## config.mk

```make
export PLATFORM = sky130hd
export DESIGN_NAME = ccs_sequencer
export DESIGN_NICKNAME = d
export VERILOG_FILES = /design/src/rtl/ccs_sequencer.v
export VERILOG_INCLUDE_DIRS = /design/src /design/src/rtl
export SDC_FILE = /design/constraint.sdc
export NUM_CORES = 1
export LEC_CHECK = 0
export ABC_AREA = 1
export ABC_CLOCK_PERIOD_IN_PS = 2900
export BUFFER_PORTS_ARGS = -buffer_cell sky130_fd_sc_hd__buf_2
export CAP_MARGIN = 20
export CORE_ASPECT_RATIO = 1.2
export CORE_MARGIN = 2
export CORE_UTILIZATION = 54
export CTS_BUF_LIST = sky130_fd_sc_hd__clkbuf_8
export DETAILED_ROUTE_END_ITERATION = 7
export GPL_TIMING_DRIVEN = 0
export PLACE_DENSITY = 0.75
export REMOVE_ABC_BUFFERS = 1
export SYNTH_ARGS = -nofsm -noshare
export SYNTH_HDL_FRONTEND = slang
export SYNTH_SLANG_ARGS = --single-unit
```

## constraint.sdc

```tcl
create_clock -name pclk -period 2.9 [get_ports pclk]
set_input_delay 0.725 -clock pclk [delete_from_list [all_inputs] [get_ports pclk]]
set_output_delay 0.725 -clock pclk [all_outputs]
set_load 0.1 [all_outputs]
```

## src/rtl/ccs_defines.vh

```
`ifndef CCS_DEFINES_VH
`define CCS_DEFINES_VH
`define CCS_A_CTRL 8'h00
`define CCS_A_TOPO 8'h04
`define CCS_A_PRE 8'h08
`define CCS_A_FULL 8'h0C
`define CCS_A_DIS 8'h10
`define CCS_A_BANK0 8'h14
`define CCS_A_BANK1 8'h18
`define CCS_A_IVL 8'h1C
`define CCS_A_STAT 8'h20
`define CCS_A_RES 8'h24
`define CCS_C_RUN 0
`define CCS_C_START 1
`define CCS_C_BANK 2
`define CCS_T_DIFF 0
`define CCS_T_FLOAT 1
`define CCS_T_REFINT 2
`define CCS_T_CINT 3
`define CCS_T_CEXT 4
`define CCS_T_CR 5
`define CCS_T_DCB 6
`define CCS_T_FORCE 7
`define CCS_T_PEN 15:8
`define CCS_T_CYSEL 17:16
`define CCS_T_FAKE 21:18
`define CCS_TOPO_RST 22'h000108
`define CCS_TIME 9:0
`define CCS_DIS_RST 10'h001
`define CCS_B_AVG 12:0
`define CCS_B_TRIG 17:16
`define CCS_IVL0 15:0
`define CCS_IVL1 31:16
`define CCS_CY_OHF4 2'h2
`define CCS_CY_OHF 2'h3
`define CCS_TRIG_A 2'h0
`define CCS_TRIG_B 2'h1
`define CCS_TRIG_TMR 2'h2
`define CCS_TRIG_PIN 2'h3
`define CCS_K_LO 3'h0
`define CCS_K_UP 3'h1
`define CCS_K_BOTH 3'h2
`define CCS_K_RLO 3'h3
`define CCS_K_RUP 3'h4
`define CCS_K_DC 3'h5
`define CCS_SLOT_REF 4'h0
`define CCS_SLOT_INT 4'h9
`define CCS_SLOT_END 4'hA
`define CCS_PORT_REF_EXT 4'h0
`define CCS_PORT_REF_INT 4'h8
`define CCS_NPORT 4'h8
`define CCS_NPAIR 4'h4
`define CCS_FULL_EXTRA 11'h002
`define CCS_DIS_EXTRA 11'h001
`endif

```

## src/rtl/ccs_sequencer.v

```verilog
// Our own choices: the address map and register access over APB.
`timescale 1ns/1ps
`include "ccs_defines.vh"
module ccs_sequencer #(
  parameter MEAS_W = 16
) (
  input wire pclk,
  input wire presetn,
  input wire ce,
  input wire psel,
  input wire penable,
  input wire pwrite,
  input wire [7:0] paddr,
  input wire [31:0] pwdata,
  output reg [31:0] prdata,
  output reg pready,
  output reg pslverr,
  input wire low_freq_oscillator,
  input wire high_freq_oscillator,
  input wire discharge_comparator,
  input wire trigger_pin,
  input wire start_request,
  output reg lower_port_switch,
  output reg upper_port_switch,
  output reg [3:0] lower_port_index,
  output reg [3:0] upper_port_index,
  output reg dummy_charge_enable,
  output reg dc_dummy_active,
  output wire precharge_active,
  output wire fullcharge_active,
  output wire discharge_active,
  output reg result_strobe,
  output reg [MEAS_W-1:0] result_time,
  output reg result_fake,
  output reg end_of_conversion,
  output reg conversion_busy
);
  localparam S_IDLE = 6'h01;
  localparam S_SEEK = 6'h02;
  localparam S_PRE = 6'h04;
  localparam S_FULL = 6'h08;
  localparam S_DIS = 6'h10;
  localparam S_DONE = 6'h20;

  // oscillators and pins are asynchronous; the first stage feeds only the second
  wire [3:0] async_in;
  wire [3:0] sync_lvl;
  wire [3:0] sync_rise;
  assign async_in = {trigger_pin, discharge_comparator, high_freq_oscillator,
                     low_freq_oscillator};
  genvar gi;
  generate
    for (gi = 0; gi < 4; gi = gi + 1) begin : g_sync
      reg meta;
      reg stab;
      reg prev;
      always @(posedge pclk or negedge presetn) begin
        if (!presetn) begin
          meta <= 1'b0;
          stab <= 1'b0;
          prev <= 1'b0;
        end else if (ce) begin
          meta <= async_in[gi];
          stab <= meta;
          prev <= stab;
        end
      end
      assign sync_lvl[gi] = stab;
      assign sync_rise[gi] = stab & ~prev;
    end
  endgenerate
  wire olf_rise = sync_rise[0];
  wire ohf_rise = sync_rise[1];
  wire comp_trip = sync_lvl[2];
  wire pin_rise = sync_rise[3];

  reg [5:0] st;
  reg run;
  reg bank_sel;
  reg [21:0] topo;
  reg [9:0] pre_t;
  reg [9:0] full_t;
  reg [9:0] dis_t;
  reg [17:0] bank0;
  reg [17:0] bank1;
  reg [31:0] ivl;
  reg [21:0] s_topo;
  reg [9:0] s_pre;
  reg [9:0] s_full;
  reg [9:0] s_dis;
  reg [3:0] slot;
  reg [2:0] kind;
  reg [3:0] fake_left;
  reg [12:0] seq_left;
  reg [10:0] pcnt;
  reg [MEAS_W-1:0] mcnt;
  reg tripped;
  reg armed;
  reg [1:0] div4;
  reg [16:0] tcnt;
  reg thit;
  reg cmd_pend;
  reg pin_pend;
  reg [15:0] conv_cnt;
  reg [3:0] res_port;

  assign precharge_active = st[2];
  assign fullcharge_active = st[3];
  assign discharge_active = st[4];

  // apb decode; the slave answers in the first access cycle
  wire setup = psel & ~penable;
  wire wr = psel & penable & pready & pwrite;
  wire [MEAS_W+15:0] res_wide = {16'h0000, result_time};
  reg [31:0] rd;
  reg hit;
  always @* begin
    hit = 1'b1;
    rd = 32'h00000000;
    case (paddr)
      `CCS_A_CTRL: rd = {29'h0, bank_sel, 1'b0, run};
      `CCS_A_TOPO: rd = {10'h000, topo};
      `CCS_A_PRE: rd = {22'h000000, pre_t};
      `CCS_A_FULL: rd = {22'h000000, full_t};
      `CCS_A_DIS: rd = {22'h000000, dis_t};
      `CCS_A_BANK0: rd = {14'h0000, bank0};
      `CCS_A_BANK1: rd = {14'h0000, bank1};
      `CCS_A_IVL: rd = ivl;
      `CCS_A_STAT: rd = {conv_cnt, 5'h00, kind, slot, 2'h0, fake_left != 4'h0,
                         conversion_busy};
      `CCS_A_RES: rd = {12'h000, res_port, res_wide[15:0]};
      default: hit = 1'b0;
    endcase
  end

  // live bank drives trigger decode; averaging is latched at start
  wire [17:0] bk = bank_sel ? bank1 : bank0;
  wire [15:0] ivl_now = bank_sel ? ivl[`CCS_IVL1] : ivl[`CCS_IVL0];
  wire [1:0] trig = bk[`CCS_B_TRIG];
  wire ivl_zero = (ivl_now == 16'h0000);
  wire m_stretch = (trig == `CCS_TRIG_A) & ~ivl_zero;
  wire m_cont = (trig == `CCS_TRIG_B) & ~ivl_zero;
  wire m_single = (trig == `CCS_TRIG_B) & ivl_zero;
  wire m_timer = (trig == `CCS_TRIG_TMR);
  wire m_pin = (trig == `CCS_TRIG_PIN);

  // conversion timer counts twice the low-frequency period per unit
  wire [16:0] tgoal = {ivl_now, 1'b0};
  wire [16:0] tcnt_inc = tcnt + 17'h00001;
  wire treach = olf_rise & (tgoal != 17'h00000) & (tcnt_inc >= tgoal);

  wire go = run & st[0] & (m_cont
            | ((m_stretch | m_timer) & thit)
            | (m_single & cmd_pend) | (m_pin & pin_pend));
  wire cmd_evt = start_request | (wr & (paddr == `CCS_A_CTRL) & pwdata[`CCS_C_START]);
  wire [12:0] avg = bk[`CCS_B_AVG];

  // ohf is sampled by pclk, so it must stay well below half the pclk rate
  wire [1:0] cysel = s_topo[`CCS_T_CYSEL];
  wire tick = (cysel == `CCS_CY_OHF) ? ohf_rise :
              (cysel == `CCS_CY_OHF4) ? (ohf_rise & (div4 == 2'h3)) : olf_rise;

  // step qualification for the current slot and kind
  wire floating = s_topo[`CCS_T_FLOAT];
  wire sgl_gnd = ~s_topo[`CCS_T_DIFF] & ~floating;
  wire [7:0] pen = s_topo[`CCS_T_PEN];
  reg [3:0] cand;
  reg [3:0] lo_idx;
  reg slot_ok;
  reg kind_ok;
  reg sw_lo;
  reg sw_up;
  always @* begin
    cand = s_topo[`CCS_T_REFINT] ? (slot - 4'h1) : slot;
    if (slot == `CCS_SLOT_REF)
      slot_ok = 1'b1;
    else if (slot == `CCS_SLOT_INT)
      slot_ok = s_topo[`CCS_T_CINT];
    else if (slot >= `CCS_SLOT_END)
      slot_ok = 1'b0;
    else if (floating)
      slot_ok = (cand < `CCS_NPAIR) & pen[{cand[1:0], 1'b0}];
    else
      slot_ok = (cand < `CCS_NPORT) & pen[cand[2:0]];
    if (slot == `CCS_SLOT_REF)
      lo_idx = s_topo[`CCS_T_REFINT] ? `CCS_PORT_REF_INT : `CCS_PORT_REF_EXT;
    else if (floating)
      lo_idx = {cand[2:0], 1'b0};
    else
      lo_idx = cand;
    kind_ok = 1'b0;
    sw_lo = 1'b0;
    sw_up = 1'b0;
    if (slot == `CCS_SLOT_INT) begin
      kind_ok = (kind == `CCS_K_LO);
    end else begin
      case (kind)
        `CCS_K_LO: begin
          kind_ok = 1'b1;
          sw_lo = 1'b1;
        end
        `CCS_K_UP: begin
          kind_ok = floating;
          sw_up = 1'b1;
        end
        `CCS_K_BOTH: begin
          kind_ok = floating & s_topo[`CCS_T_CEXT];
          sw_lo = 1'b1;
          sw_up = 1'b1;
        end
        `CCS_K_RLO: begin
          kind_ok = s_topo[`CCS_T_CR];
          sw_lo = 1'b1;
        end
        `CCS_K_RUP: begin
          kind_ok = floating & s_topo[`CCS_T_CR];
          sw_up = 1'b1;
        end
        `CCS_K_DC: begin
          kind_ok = s_topo[`CCS_T_DCB] & ~sgl_gnd;
          sw_lo = 1'b1;
        end
        default: kind_ok = 1'b0;
      endcase
    end
  end
  wire last_kind = (kind == `CCS_K_DC) | (slot == `CCS_SLOT_INT);

  // phase lengths in cycle base periods, unsigned
  wire [10:0] dur = st[2] ? {1'b0, s_pre} :
                    st[3] ? ({1'b0, s_full} + `CCS_FULL_EXTRA) :
                    ({1'b0, s_dis} + `CCS_DIS_EXTRA);
  wire [10:0] pcnt_inc = pcnt + 11'h001;
  wire phase_end = tick & (pcnt_inc >= dur);
  wire [MEAS_W-1:0] mcnt_inc = mcnt + {{(MEAS_W-1){1'b0}}, 1'b1};

  always @(posedge pclk or negedge presetn) begin
    if (!presetn) begin
      pready <= 1'b0;
      pslverr <= 1'b0;
      prdata <= 32'h00000000;
      run <= 1'b0;
      bank_sel <= 1'b0;
      topo <= `CCS_TOPO_RST;
      pre_t <= 10'h000;
      full_t <= 10'h000;
      dis_t <= `CCS_DIS_RST;
      bank0 <= 18'h00000;
      bank1 <= 18'h00000;
      ivl <= 32'h00000000;
    end else if (ce) begin
      pready <= setup;
      pslverr <= setup & ~hit;
      if (setup)
        prdata <= rd;
      if (wr) begin
        case (paddr)
          `CCS_A_CTRL: begin
            run <= pwdata[`CCS_C_RUN];
            bank_sel <= pwdata[`CCS_C_BANK];
          end
          `CCS_A_TOPO: topo <= pwdata[21:0];
          `CCS_A_PRE: pre_t <= pwdata[`CCS_TIME];
          `CCS_A_FULL: full_t <= pwdata[`CCS_TIME];
          // a zero discharge setting is stored as the shortest legal one
          `CCS_A_DIS: dis_t <= (pwdata[`CCS_TIME] == 10'h000) ? `CCS_DIS_RST :
                               pwdata[`CCS_TIME];
          `CCS_A_BANK0: bank0 <= pwdata[17:0];
          `CCS_A_BANK1: bank1 <= pwdata[17:0];
          `CCS_A_IVL: ivl <= pwdata;
          default: ;
        endcase
      end
    end
  end

  // trigger sources; a new event wins over the clear in the same cycle
  always @(posedge pclk or negedge presetn) begin
    if (!presetn) begin
      cmd_pend <= 1'b0;
      pin_pend <= 1'b0;
      thit <= 1'b0;
      tcnt <= 17'h00000;
      div4 <= 2'h0;
    end else if (ce) begin
      cmd_pend <= cmd_evt | (cmd_pend & ~go);
      pin_pend <= pin_rise | (pin_pend & ~go);
      thit <= treach | (thit & ~go);
      if (go & m_stretch)
        tcnt <= 17'h00000;
      else if (treach)
        tcnt <= 17'h00000;
      else if (olf_rise)
        tcnt <= tcnt_inc;
      if (ohf_rise)
        div4 <= div4 + 2'h1;
    end
  end

  always @(posedge pclk or negedge presetn) begin
    if (!presetn) begin
      st <= S_IDLE;
      s_topo <= `CCS_TOPO_RST;
      s_pre <= 10'h000;
      s_full <= 10'h000;
      s_dis <= `CCS_DIS_RST;
      slot <= `CCS_SLOT_REF;
      kind <= `CCS_K_LO;
      fake_left <= 4'h0;
      seq_left <= 13'h0000;
      pcnt <= 11'h000;
      mcnt <= {MEAS_W{1'b0}};
      tripped <= 1'b0;
      armed <= 1'b0;
      conv_cnt <= 16'h0000;
      res_port <= 4'h0;
      lower_port_switch <= 1'b0;
      upper_port_switch <= 1'b0;
      lower_port_index <= 4'h0;
      upper_port_index <= 4'h0;
      dummy_charge_enable <= 1'b0;
      dc_dummy_active <= 1'b0;
      result_strobe <= 1'b0;
      result_time <= {MEAS_W{1'b0}};
      result_fake <= 1'b0;
      end_of_conversion <= 1'b0;
      conversion_busy <= 1'b0;
    end else if (ce) begin
      result_strobe <= 1'b0;
      end_of_conversion <= 1'b0;
      if (tick)
        pcnt <= pcnt_inc;
      case (st)
        S_IDLE: begin
          if (go) begin
            s_topo <= topo;
            s_pre <= pre_t;
            s_full <= full_t;
            s_dis <= dis_t;
            fake_left <= topo[`CCS_T_FAKE];
            seq_left <= (avg <= 13'h0001) ? 13'h0001 : avg;
            slot <= `CCS_SLOT_REF;
            kind <= `CCS_K_LO;
            conversion_busy <= 1'b1;
            st <= S_SEEK;
          end
        end
        S_SEEK: begin
          pcnt <= 11'h000;
          mcnt <= {MEAS_W{1'b0}};
          tripped <= 1'b0;
          armed <= 1'b0;
          if (slot >= `CCS_SLOT_END) begin
            slot <= `CCS_SLOT_REF;
            kind <= `CCS_K_LO;
            if (fake_left != 4'h0)
              fake_left <= fake_left - 4'h1;
            else if (seq_left > 13'h0001)
              seq_left <= seq_left - 13'h0001;
            else
              st <= S_DONE;
          end else if (slot_ok & kind_ok) begin
            lower_port_switch <= sw_lo;
            upper_port_switch <= sw_up & floating;
            lower_port_index <= lo_idx;
            upper_port_index <= lo_idx | 4'h1;
            // the idle electrode of a differential pair follows the dummy charge
            dummy_charge_enable <= s_topo[`CCS_T_FORCE] & s_topo[`CCS_T_DIFF]
                                   & (sw_lo ^ sw_up);
            dc_dummy_active <= (kind == `CCS_K_DC);
            if (s_pre != 10'h000)
              st <= S_PRE;
            else if (s_full != 10'h000)
              st <= S_FULL;
            else
              st <= S_DIS;
          end else begin
            slot <= last_kind ? (slot + 4'h1) : slot;
            kind <= last_kind ? `CCS_K_LO : (kind + 3'h1);
          end
        end
        S_PRE: begin
          if (phase_end) begin
            pcnt <= 11'h000;
            st <= (s_full != 10'h000) ? S_FULL : S_DIS;
          end
        end
        S_FULL: begin
          if (phase_end) begin
            pcnt <= 11'h000;
            st <= S_DIS;
          end
        end
        S_DIS: begin
          // the time stops at the first sampled trip; it saturates if none comes
          // a trip still high from the previous discharge must drop once before it counts
          if (comp_trip & armed)
            tripped <= 1'b1;
          else if (~tripped & (mcnt_inc != {MEAS_W{1'b0}}))
            mcnt <= mcnt_inc;
          if (~comp_trip)
            armed <= 1'b1;
          if (phase_end) begin
            result_time <= mcnt;
            result_fake <= (fake_left != 4'h0);
            result_strobe <= 1'b1;
            res_port <= lower_port_index;
            lower_port_switch <= 1'b0;
            upper_port_switch <= 1'b0;
            dummy_charge_enable <= 1'b0;
            dc_dummy_active <= 1'b0;
            slot <= last_kind ? (slot + 4'h1) : slot;
            kind <= last_kind ? `CCS_K_LO : (kind + 3'h1);
            st <= S_SEEK;
          end
        end
        S_DONE: begin
          end_of_conversion <= 1'b1;
          conversion_busy <= 1'b0;
          conv_cnt <= conv_cnt + 16'h0001;
          st <= S_IDLE;
        end
        default: st <= S_IDLE;
      endcase
    end
  end
endmodule // ccs_sequencer

```

# Word-level counts from Yosys, hierarchy flattened
# Cells that the tools add are included.
[word_totals]
ff_bits = 348
input_bits = 51
out_inout_bits = 69
elab_cells = 315
[classes]
add_sub_neg = 12
order_cmp = 9
n_eq_ne = 45
mux = 91
bitwise_logic = 60
n_reduce_logical = 44
[ops]
columns = ["operator", "count"]
rows = [
  ["$pmux W32 S10", 1],
  ["$mux W13", 5],
  ["$mux W17", 3],
  ["$mux W16", 3],
  ["$mux W4", 12],
  ["$mux W6", 8],
  ["$mux W11", 4],
  ["$reduce_and A3 Y1", 13],
  ["$and A1 B1 Y1", 38],
  ["$add A16 B1 Y16 const B", 2],
  ["$eq A8 B5 Y1 const B", 4],
  ["$pmux W16 S2", 1],
  ["$pmux W6 S5", 1],
  ["$mux W1", 29],
  ["$ne A2 B2 Y1 const B", 14],
  ["$pmux W13 S2", 1],
  ["$pmux W11 S2", 1],
  ["$reduce_bool A10 Y1", 2],
  ["$mux W18", 1],
  ["$add A17 B1 Y17 const B", 1],
  ["$ge A17 B17 Y1", 1],
  ["$reduce_bool A17 Y1", 1],
  ["$eq A8 B4 Y1 const B", 2],
  ["$eq A8 B6 Y1 const B", 2],
  ["other kinds (61)", 111],
]

# Logic depth before layout (Yosys ltp)
# Gate-level depths: netlist of the first run.
[depth]
ltp_word = 13
ltp_mapped = 22
ltp_nobuf = 22

# Worst setup path after synthesis of the first run
# OpenSTA, ideal clock, no wires.
[synth_path]
path_kind = "register to register"
start = "register st[3]"
end = "register kind[0]"
setup_time_ns = 0.118
arrival_ns = 3.201
required_ns = 2.782
slack_ns = -0.419
stages_incl_launch_ff = 18
n_path_buf = 0
synth_period_minus_slack_ns = 3.319
cell_sequence = "dfrtp_1 > inv_2 > nor2_1 > inv_1 > nor3_1 > a211oi_1 > ha_1 > nand2_1 > nor2_1 > nand3_1 > nand4_1 > nand2_1 > nand2_1 > inv_1 > a21oi_2 > nand3_1 > nand2_1 > nand2_1"
[synth_between]
elab_chain_len = 6
[synth_lines]
columns = ["item", "line_no", "text"]
rows = [
  ["from (decl)", "ccs_sequencer.v:77", "reg [5:0] st;"],
  ["from (signal assigned)", "ccs_sequencer.v:385", "st <= (s_full != 10'h000) ? S_FULL : S_DIS;"],
  ["$mux W11", "ccs_sequencer.v:231", "st[3] ? ({1'b0, s_full} + `CCS_FULL_EXTRA) :"],
  ["$mux W11", "ccs_sequencer.v:230", "wire [10:0] dur = st[2] ? {1'b0, s_pre} :"],
  ["$ge A11 B11 Y1", "ccs_sequencer.v:234", "wire phase_end = tick & (pcnt_inc >= dur);"],
  ["$and A1 B1 Y1", "ccs_sequencer.v:234", ""],
  ["$ne A2 B2 Y1 (no source line)", "-", ""],
  ["$reduce_and A5 Y1 (no source line)", "-", ""],
  ["to (signal assigned)", "ccs_sequencer.v:308", "kind <= `CCS_K_LO;"],
  ["to (signal assigned)", "ccs_sequencer.v:343", "kind <= `CCS_K_LO;"],
  ["to (signal assigned)", "ccs_sequencer.v:355", "kind <= `CCS_K_LO;"],
  ["to (decl)", "ccs_sequencer.v:92", "reg [2:0] kind;"],
]
# Several ways; a longest one is shown, not always the timed one.
# A chain may end at the register's enable or synchronous reset.

# Final worst setup path of the first run
[layout_path]
start = "register s_dis[0]"
end = "register slot[3]"
[layout_between]
elab_chain_len = 7
[layout_lines]
columns = ["item", "line_no", "text"]
rows = [
  ["from (decl)", "ccs_sequencer.v:90", "reg [9:0] s_dis;"],
  ["from (signal assigned)", "ccs_sequencer.v:306", "s_dis <= `CCS_DIS_RST;"],
  ["from (signal assigned)", "ccs_sequencer.v:339", "s_dis <= dis_t;"],
  ["$add A10 B1 Y11 (no source line)", "-", ""],
  ["$mux W11", "ccs_sequencer.v:231", ""],
  ["$mux W11", "ccs_sequencer.v:230", ""],
  ["$ge A11 B11 Y1", "ccs_sequencer.v:234", ""],
  ["$and A1 B1 Y1", "ccs_sequencer.v:234", ""],
  ["$ne A2 B2 Y1 (no source line)", "-", ""],
  ["$reduce_and A5 Y1 (no source line)", "-", ""],
  ["to (signal assigned)", "ccs_sequencer.v:307", "slot <= `CCS_SLOT_REF;"],
  ["to (signal assigned)", "ccs_sequencer.v:342", "slot <= `CCS_SLOT_REF;"],
  ["to (signal assigned)", "ccs_sequencer.v:354", "slot <= `CCS_SLOT_REF;"],
  ["to (decl)", "ccs_sequencer.v:91", "reg [3:0] slot;"],
]
# No other way between the ends.

==> flow_summary.toml, run 1 <==
[outcome]
status = "complete, but fails checks"
violations = "negative setup slack"

[synthesis]
syn_area_per_cell_um2 = 7.69
synth_seq_cells = 345
synthArstFlopShare = 1.00
synth-warning-count = 0
synth-main-ff-cell = "dfrtp_1"
synth_area_um2 = 18500
ys_seq_area_frac = 0.467
netlist_instances = 2407
synth_edf_count = 0
synth_top_area_cell = "dfrtp_1"
synth.area.top_cells = "dfrtp_1, nand2_1, o21ai_0"
netlist-cell-type-count = 56
synth_top_area_frac = 0.457

[power]
p_leak_uw = 0.0107
irDropWorstVdd_mv = 0.514
cellPowerDensity_nw_per_um2 = 674

[place]
gp_congestion = 0.950
port_buffers = 119
dpl_cell_area_um2 = 19500
dp_hpwl_um = 38400
dp_cells = 2901

[layout]
drive_above_1_share = 0.177
diodes = 0
multi_input_area_um2 = 9030
seqCellArea_um2 = 8650
synthToLayoutAreaGrowth_pct = 17.9
design_area_um2 = 21800
nFillCells = 2864
finalNonFillerCells = 3048
fin_util = 0.644
nNetsFinal = 2649

[grt]
antenna_found_initial = 1
overflow = 0
grt_pass1_wl_um = 88600
grt_start_max_net_pins = 109
grt_usage = 0.313
grt_pass1_vias = 16700

[sta]
finClkSkew_ns = 0.0185
layout_setup_ws_ns = -0.416
finalSetupViolCount = 68
rsz0062_at_grt = "yes"
hold_viol = 0
slew_viol_final = 0
worst_pin_slew_ns = 1.10
slew_headroom = 0.266
max_freq_ghz = 0.302
period_share = 1.14
fin_crit_ns = 3.32

[floorplan]
io_pins = 120
initial_core_util = 0.546
core_um2 = 33900
fp-row-count = 74
dieArea_um2 = 35800
dieHeight_um = 207
die_w_um = 173

[setup_path]
critPathRequiredTime_ns = 3.47
critPathMostFrequentCell = "nand2_2"
worst-path-buf-inv = 3
r2r_slack_ns = -0.42
critical_path.max_stage_delay_ns = 0.59
cp-start-kind = "flip-flop"
crit_start = "s_dis[0]$_DFFE_PN1P_"
ff2ff_path_depth = 22
regToRegEndpoint = "slot[3]$_DFFE_PN0P_"
critPathKind = "flip-flop to flip-flop"
cp-end-kind = "flip-flop"
cp_slowest_cell = "dfstp_2"
crit_arrival_ns = 3.89
critical_path.top_delay_family = "simple AND/OR/NAND/NOR gates"
crit_chain = "nand3_2, nor2_1, inv_1, nor2_4, nand2_2, nor2_4, nand2_2, nor2_4, xor2_2, a21oi_2, ha_1, nand2_2, nor2_2, nand3_1, nand4_1, nand2_2, nand2_2, inv_2, a21oi_4, buf_6, nand4_1, nand2_1"
critPathMaxFanout = 7
r2r_start = "s_dis[0]$_DFFE_PN1P_"

[drt]
ant_nets = 0
dr.pass1.iters = 5
via_count = 17400
routed_wl_um = 56500
drc = 0
first_iter_violations = 1743
vias_per_cell = 5.72
routedWlPerCell_um = 18.5

[clocking]
clockBufferDepth = 3
cts.sinks = 345
cts_tree = "built"
clk_latency_ns = 0.63
root_buffer = "clkbuf_8"
clk_pin_slew_ns = 0.07
htree_levels = 2
numCtsBuffers = 55
ctsHoldBuffers = 0

[flow_run]
maxCapViolCount = 0

[worst_hold_path]
hold_class = "input pin to asynchronous set/reset pin"
[worst max path at each step]
stage,endpoint,cells past startpoint
floorplan,s_dis[1]$_DFFE_PN0P_,8
detailed placement,prdata[18]$_DFFE_PN0P_,7
CTS,slot[3]$_DFFE_PN0P_,22
global route,kind[2]$_DFFE_PN0P_,22
finish,slot[3]$_DFFE_PN0P_,22
global placement,result_strobe$_DFFE_PN0P_,1
[repair_timing]
action / CTS / global route
pin swaps: 32 / 71
resized for setup: 129 / 117
cloned: 7 / 1
endpoints found under the setup margin: 271 / 137
buffers inserted: 30 / 13
[final cells by class]
| class | instances | share of cell area |
|---|---|---|
| timing repair buffer | 175 | 0.0585 |
| clock inverter | 26 | 0.00608 |
| multi-input combinational | 1665 | 0.414 |
| inverter | 309 | 0.0541 |
| clock buffer | 71 | 0.0448 |
| timing repair inverter | 1 | 0.000229 |
| tap | 456 | 0.0261 |
| sequential | 345 | 0.396 |
[cell usage after synthesis, types with 3 or more instances]
library cell  count
nor3_1           24
xor2_1           44
dfstp_2           7
dfrtp_1         338
mux2_2           10
clkinv_1          3
nor2_2            5
or2_2             5
nand4_1          59
a211oi_1          7
clkbuf_1         56
o21a_1            3
o211ai_1          6
inv_2             6
o21ai_1          46
inv_1           300
a21oi_1          59
nand3_2           4
buf_2            17
o221ai_1          3
nand2_1         678
buf_4            11
a31oi_1           4
nand3b_1          7
and3_1            3
o22ai_1          35
nand3_1          90
xnor2_1           3
o31ai_1           3
nor4_1            8
a221oi_1         15
a21oi_2           8
buf_6             6
ha_1             46
o21ai_0         275
nor2_1          183
a21boi_0          3
a22o_1            3
[where the power goes]
part / internal (uW) / total, uW / switching, uW
logic: 1650 / 4840 / 3190
registers: 5210 / 5600 / 393
clock network: 2260 / 4270 / 2010
[worst register-to-register path, stage by stage, from the launching register on]
cell and delay (ns):
dfstp_2 0.59, nand3_2 0.09, nor2_1 0.11, inv_1 0.08, nor2_4 0.15, nand2_2 0.08
nor2_4 0.12, nand2_2 0.08, nor2_4 0.13, xor2_2 0.16, a21oi_2 0.08, ha_1 0.32
nand2_2 0.08, nor2_2 0.10, nand3_1 0.08, nand4_1 0.18, nand2_2 0.10, nand2_2 0.14
inv_2 0.08, a21oi_4 0.17, buf_6 0.15, nand4_1 0.09, nand2_1 0.09
[registers in the layout (all words and copies together) (netlist names), 13 cells and up]
| signal | count |
|---|---|
| bank0 | 18 |
| bank1 | 18 |
| conv_cnt | 16 |
| ivl | 32 |
| mcnt | 16 |
| prdata | 32 |
| result_time | 16 |
| s_topo | 18 |
| seq_left | 13 |
| tcnt | 17 |
| topo | 22 |
[kinds of logic (layout without fill, tap and decap cells)]
logic type	Yosys count	count (layout)	synth area share
buffers and inverters	401	582	0.0872
muxes	12	12	0.00717
adders and majority gates	46	46	0.0311
AOI/OAI and AO/OA	481	481	0.144
and+or+nand+nor	1075	1079	0.241
xor gates and xnor gates	47	47	0.0222
DFF	345	345	0.467
[metrics by stage]
step / total power [uW] / worst slack (ns) / hold WS, ns / TNS [ns]
6_report: 14700 / -0.416 / 0.0356 / -18.43
5_1_grt: 15600 / -0.619 / 0.0701 / -32.00
4_1_cts: 14300 / -0.272 / 0.0449 / -8.50
3_5_place_dp: 9600 / -1.34 / 0.459 / -210.91
3_3_place_gp: 9420 / -5.46 / 0.453 / -2423.28
2_1_floorplan: 8500 / -1.11 / 0.429 / -129.30
[layout by cell type, fill, tap and decap left out, types with 35 or more instances in the layout]
cell type  Yosys  routed
a21oi_1       59      51
buf_2         17     117
clkbuf_8       0      71
dfrtp_1      338     334
ha_1          46      40
inv_1        300     312
nand2_1      678     619
nand2_2        2      44
nand3_1       90      81
nand4_1       59      59
nor2_1       183     156
o21ai_0      275     236
o21ai_1       46      69
o22ai_1       35      35
xor2_1        44      40
[layer usage]
metal / up-vias / track usage / routed length [um]
met2: 818 / 0.510 / 26100
li1: 8134 / - / -
met5: - / 0 / 11
met1: 8290 / 0.413 / 22500
met4: 2 / 0.157 / 2950
met3: 177 / 0.0465 / 4890
No activity file was read; power rests on OpenSTA's default activity.
==> run 2: changes to the inputs <==
--- a/config.mk
+++ b/config.mk
@@ -10,13 +10,15 @@
 export ABC_CLOCK_PERIOD_IN_PS = 2900
 export BUFFER_PORTS_ARGS = -buffer_cell sky130_fd_sc_hd__buf_2
 export CAP_MARGIN = 20
+export CELL_PAD_IN_SITES_DETAIL_PLACEMENT = 1
+export CELL_PAD_IN_SITES_GLOBAL_PLACEMENT = 2
 export CORE_ASPECT_RATIO = 1.2
 export CORE_MARGIN = 2
-export CORE_UTILIZATION = 54
+export CORE_UTILIZATION = 34
 export CTS_BUF_LIST = sky130_fd_sc_hd__clkbuf_8
 export DETAILED_ROUTE_END_ITERATION = 7
 export GPL_TIMING_DRIVEN = 0
-export PLACE_DENSITY = 0.75
+export PLACE_DENSITY_LB_ADDON = 0.1
 export REMOVE_ABC_BUFFERS = 1
 export SYNTH_ARGS = -nofsm -noshare
 export SYNTH_HDL_FRONTEND = slang
==> run 2 against run 1 <==
Compared with the run above:
- the run still ends with negative setup slack left
- maximum frequency up 1.1%
- wire length up 24%
- utilization down 23 points
- sequential cell count unchanged
- combinational power up 7.6%
- sequential share of layout area down 1.2 points
- first-iteration DRC count down 41%
- critical path type unchanged
- largest cell class unchanged
==> flow_summary.toml, run 2 (synthesized netlist as in run 1, its figures left out) <==
[outcome]
status = "complete, but fails checks"
violations = "negative setup slack"

[clocking]
cts.sinks = 345
root_buffer = "clkbuf_8"
numCtsBuffers = 61
htree_levels = 2
cts_tree = "built"
clk_pin_slew_ns = 0.06
clockBufferDepth = 3
clk_latency_ns = 0.71

[sta]
hold_viol = 0
layout_setup_ws_ns = -0.379
period_share = 1.13
max_freq_ghz = 0.305
worst_pin_slew_ns = 1.09
finClkSkew_ns = 0.0488
rsz0062_at_grt = "yes"
slew_viol_final = 0
slew_headroom = 0.269
fin_crit_ns = 3.28
setup_tns_ns = -15.27
finalSetupViolCount = 70

[floorplan]
die_w_um = 217
io_pins = 120
dieArea_um2 = 56300
dieHeight_um = 260
core_um2 = 53800
fp-row-count = 93
initial_core_util = 0.344

[power]
irDropWorstVdd_mv = 0.374
p_seq_frac = 0.359
p_leak_uw = 0.0109
cellPowerDensity_nw_per_um2 = 694
p_int_uw = 9550
p_clk_frac = 0.307
power.share.switching = 0.388
power_frac_comb = 0.334
p_sw_uw = 6050

[drt]
wl_met2_um = 34000
drc = 0
top_layer = "met5"
routed_wl_um = 69900
dr.pass1.iters = 5
wl_met1_um = 31100
ant_nets = 0
routedWlPerCell_um = 20.9
vias_per_cell = 5.12
first_iter_violations = 1024
wl_met3_um = 2820
via_count = 17100

[layout]
nNetsFinal = 2679
drive_above_1_share = 0.187
nFillCells = 6565
mostFrequentLayoutCell = "nand2_1"
finalNonFillerCells = 3345
layout_common_cells = "nand2_1, dfrtp_1, inv_1, o21ai_0, nor2_1"
top_regs = "ivl: 32 flops, prdata: 32 flops, topo: 22 flops"
synthToLayoutAreaGrowth_pct = 21.4

[setup_path]
critPathRequiredTime_ns = 3.48
cp-start-kind = "flip-flop"
critPathMostFrequentCell = "nor2_2"
cp_slowest_cell = "dfstp_2"
critical_path.top_delay_family = "simple AND/OR/NAND/NOR gates"
crit_chain = "nand3_2, nor2_1, inv_1, nor2_2, nand2_1, nor2_2, nand2_2, nor2_2, xor2_1, a21oi_1, ha_1, nand2_2, nor2_4, nand3_2, nand4_1, buf_4, nand4_1, buf_6, buf_12, buf_12, nand2_1, o21ai_1"
crit_arrival_ns = 3.86
critical_path.max_stage_delay_ns = 0.59
critPathKind = "flip-flop to flip-flop"
critPathMaxFanout = 14
cp-end-kind = "flip-flop"
worst-path-buf-inv = 5

[grt]
grt_usage = 0.250
grt_start_max_net_pins = 109
grt_pass1_vias = 17900
grt_pass1_wl_um = 108000
antenna_found_initial = 3
overflow = 0

[place]
dp_cells = 3163
gp_congestion = 0.821
port_buffers = 119
dp_hpwl_um = 49500

[worst_hold_path]
hold_class = "input pin to flip-flop"

[flow_run]
maxCapViolCount = 0
-- run 2: cell types whose count changed in the layout (fill, tap and decap cells not counted), sizes merged --
cell         delta
buf            +21
clkbuf          +8
clkinv          +9
diode           +2
dlygate4sd3     +1
inv             -1
or2             +1
-- run 2: repair_timing --
item,4_1_cts,5_1_grt
gates cloned,8,0
endpoints found under the setup margin,299,166
gates resized for setup,150,75
pin swaps,71,46
setup buffers,49,11
hold buffers,1,0
endpoints found under the hold margin,49,0
-- run 2: power by group through the flow --
| stage | sequential, uW | combinational [uW] | clock [uW] |
|---|---|---|---|
| floorplan | 5810 | 2690 | 0 |
| global placement | 5640 | 4060 | 0 |
| detailed placement | 5650 | 4250 | 0 |
| CTS | 5600 | 4970 | 4950 |
| global route | 5660 | 5840 | 5140 |
| finish | 5610 | 5210 | 4790 |
-- run 2: worst paths after layout --
path | start | endpoint | slack [ns] | cells past startpoint
min reg2reg | upper_port_index[0]$_DFFE_PN0P_ | upper_port_index[0]$_DFFE_PN0P_ | 0.46 | 1
min in group asynchronous | presetn | pcnt[9]$_DFFE_PN0P_ | 0.55 | 2
max reg2reg | s_dis[0]$_DFFE_PN1P_ | result_time[11]$_DFFE_PN0P_ | -0.38 | 22
min | discharge_comparator | g_sync[2].meta$_DFFE_PN0P_ | 0.25 | 3
max in group asynchronous | presetn | topo[18]$_DFFE_PN0P_ | 0.93 | 4
max | s_dis[0]$_DFFE_PN1P_ | result_time[11]$_DFFE_PN0P_ | -0.38 | 22
-- run 2: area by class of cell --
class | count | area (um^2) | share of cell area
repair buffers | 197 | 1500 | 0.0665
diodes | 2 | 5.00 | 0.000223
repair inverters | 2 | 10.0 | 0.000445
flip-flops and latches | 345 | 8650 | 0.385
clock inverters | 33 | 189 | 0.00841
inverters | 309 | 1180 | 0.0527
multi-input cells | 1666 | 8960 | 0.399
well taps | 712 | 891 | 0.0396
clock buffers | 79 | 1090 | 0.0484
-- run 2: worst reg2reg max path: cells and delay by family, from the launching register on --
family | cells | cell delay, ns
and+or+nand+nor | 13 | 1.28
buffers and inverters | 5 | 0.68
DFF | 1 | 0.59
adders and majority gates | 1 | 0.31
xor gates and xnor gates | 1 | 0.16
AOI/OAI and AO/OA | 2 | 0.15
-- run 2: per-layer routing --
metal,vias up,GRT usage
li1,8200,-
met1,8518,0.326
met2,302,0.427
met3,103,0.0402
met4,2,0.0753
met5,-,0
-- run 2: stage by stage --
| stage | util | area [um^2] | hold WS (ns) | setup slack [ns] | total power (uW) |
|---|---|---|---|---|---|
| 3_5_place_dp | 0.370 | 19900 | 0.454 | -1.55 | 9900 |
| 6_report | 0.418 | 22500 | 0.254 | -0.379 | 15600 |
| 2_1_floorplan | - | 18000 | 0.429 | -1.11 | 8500 |
| 4_1_cts | 0.412 | 22100 | 0.197 | -0.357 | 15500 |
| 3_3_place_gp | 0.363 | 19500 | 0.452 | -6.13 | 9700 |
| 5_1_grt | 0.418 | 22500 | 0.225 | -0.616 | 16600 |
==> run 3: changes to the inputs <==
==> constraint.sdc (replaced) <==
create_clock -name pclk -period 2.9 [get_ports pclk]
set_input_delay 0 -clock pclk [delete_from_list [all_inputs] [get_ports pclk]]
set_output_delay 0 -clock pclk [all_outputs]
set_load 0.1 [all_outputs]
==> run 3 against run 2 <==
Compared with the run above:
- the flow still finishes with violations (negative setup slack)
- wire length up 1.5%
- maximum frequency fell by 0.28%
- utilization grew 1.0 points
- register-to-register slack barely moved
- clock power about the same
- critical path depth stayed put
- die area stayed put
- critical path type unchanged
- critical endpoint is now res_port[2]$_DFFE_PN0P_
- largest power group unchanged
- highest routed layer is now met4
==> flow_summary.toml, run 3 (synthesized netlist as in run 1, its figures left out) <==
[setup_path]
critical_path.top_delay_family = "simple AND/OR/NAND/NOR gates"
critPathMaxFanout = 4
cp-start-kind = "flip-flop"
critPathRequiredTime_ns = 3.45
cp_slowest_cell = "dfstp_2"
critical_path.max_stage_delay_ns = 0.59
crit_arrival_ns = 3.84
critPathKind = "flip-flop to flip-flop"
worst-path-buf-inv = 5
cp-end-kind = "flip-flop"
crit_chain = "nand3_2, nor2_1, inv_1, nor2_2, nand2_1, nor2_2, nand2_2, nor2_2, xor2_1, a21oi_1, ha_1, nand2_2, nor2_4, nand3_2, nand4_1, buf_4, nand4_1, buf_6, buf_12, buf_12, nor2_4, a21oi_1"
critPathMostFrequentCell = "nor2_2"

[floorplan]
die_w_um = 217
fp-row-count = 93
core_um2 = 53800
dieHeight_um = 260
initial_core_util = 0.344
io_pins = 120
dieArea_um2 = 56300

[place]
dp_cells = 3163
port_buffers = 119
gp_congestion = 0.821
dp_hpwl_um = 49500

[sta]
slew_headroom = 0.269
fin_crit_ns = 3.29
rsz0062_at_grt = "yes"
slew_viol_final = 0
period_share = 1.13
worst_pin_slew_ns = 1.09
finalSetupViolCount = 68
hold_viol = 0
finClkSkew_ns = 0.0514
max_freq_ghz = 0.304
setup_tns_ns = -15.63
layout_setup_ws_ns = -0.389

[clocking]
numCtsBuffers = 61
htree_levels = 2
clockBufferDepth = 3
clk_latency_ns = 0.71
clk_pin_slew_ns = 0.06
cts_tree = "built"
cts.sinks = 345
root_buffer = "clkbuf_8"

[power]
p_clk_frac = 0.307
total_power_uw = 15600
p_int_uw = 9600
power_frac_comb = 0.335
irDropWorstVdd_mv = 0.364
p_leak_uw = 0.0112
power.share.switching = 0.387
p_sw_uw = 6050
cellPowerDensity_nw_per_um2 = 680
p_seq_frac = 0.358

[grt]
grt_pass1_vias = 18200
antenna_found_initial = 2
grt_start_max_net_pins = 109
grt_usage = 0.254
overflow = 0
grt_pass1_wl_um = 109000

[layout]
layout_common_cells = "nand2_1, dfrtp_1, inv_1, o21ai_0, nor2_1"
fin_util = 0.428
top_regs = "ivl: 32 flops, prdata: 32 flops, topo: 22 flops"
nNetsFinal = 2744
mostFrequentLayoutCell = "nand2_1"
finalNonFillerCells = 3409
synthToLayoutAreaGrowth_pct = 24.4
drive_above_1_share = 0.176

[drt]
routedWlPerCell_um = 20.8
first_iter_violations = 1128
vias_per_cell = 5.09
dr.pass1.iters = 5
drc = 0
via_count = 17400
ant_nets = 0
routed_wl_um = 71000

[flow_run]
maxCapViolCount = 0

[outcome]
violations = "negative setup slack"
status = "complete, but fails checks"

[worst_hold_path]
hold_class = "input pin to flip-flop"
run 3: cell types whose count changed in the layout (fill, tap and decap cells not counted), moves of 3 or more:
cell | before | now
nor2_4 | 11 | 7
nand2_2 | 40 | 31
or2_4 | 4 | 1
nor2_1 | 152 | 156
or2_2 | 4 | 7
buf_4 | 48 | 54
nand2_1 | 631 | 641
o21ai_0 | 236 | 239
dlygate4sd3_1 | 1 | 60
run 3: final timing paths:
kind	startpoint	slack, ns	depth (start not counted)	endpoint
worst min-delay path	paddr[0]	0.06	7	prdata[24]$_DFFE_PN0P_
worst max register to register	s_dis[0]$_DFFE_PN1P_	-0.39	22	res_port[2]$_DFFE_PN0P_
max in group asynchronous	presetn	1.37	5	topo[18]$_DFFE_PN0P_
worst max-delay path	s_dis[0]$_DFFE_PN1P_	-0.39	22	res_port[2]$_DFFE_PN0P_
worst min register to register	upper_port_index[0]$_DFFE_PN0P_	0.46	1	upper_port_index[0]$_DFFE_PN0P_
min in group asynchronous	presetn	0.45	3	s_dis[0]$_DFFE_PN1P_
run 3: final cells by class:
type / instances / area [um^2]
Sequential cell: 345 / 8650
Multi-Input combinational cell: 1666 / 8850
Clock buffer: 79 / 1090
Timing Repair Buffer: 262 / 2160
Inverter: 309 / 1180
Antenna cell: 1 / 2.50
Tap cell: 712 / 891
Timing Repair inverter: 2 / 10.0
Clock inverter: 33 / 189
Fill cell: 6552 / 30700
run 3: metal layers:
layer	wire [um]	GRT usage	vias to the layer above
met5	0	0	-
met3	3140	0.0370	112
li1	-	-	8328
met1	31300	0.331	8565
met4	2290	0.0799	0
met2	34200	0.433	346
run 3: what timing repair did:
action / in CTS / in global routing
hold buffers: 61 / 0
buffers inserted: 46 / 17
hold endpoints to repair: 392 / 0
pin swaps: 67 / 45
setup endpoints to repair: 143 / 175
cloned: 7 / 2
resized for setup: 110 / 76
run 3: power by group through the flow:
stage	combinational (uW)	clock (uW)	sequential (uW)
2_1_floorplan	2690	0	5810
3_5_place_dp	4250	0	5650
5_1_grt	5870	5140	5660
3_3_place_gp	4060	0	5640
4_1_cts	4970	4950	5590
6_report	5250	4800	5600
run 3: worst reg2reg max path, delay by kind of cell, from the launching register on:
kind	cells	cell delay, ns
simple gates	13	1.28
buf+inv	5	0.66
flops	1	0.59
fa+ha+maj	1	0.32
xor+xnor	1	0.16
compound gates	2	0.13
run 3: through the flow:
step,hold slack (ns),area [um^2],setup WS (ns)
3_3_place_gp,0.209,19500,-5.41
5_1_grt,0.0549,23000,-0.613
6_report,0.0644,23000,-0.389
2_1_floorplan,-0.296,18000,-1.11
3_5_place_dp,-0.0390,19900,-1.55
4_1_cts,0.00918,22600,-0.364
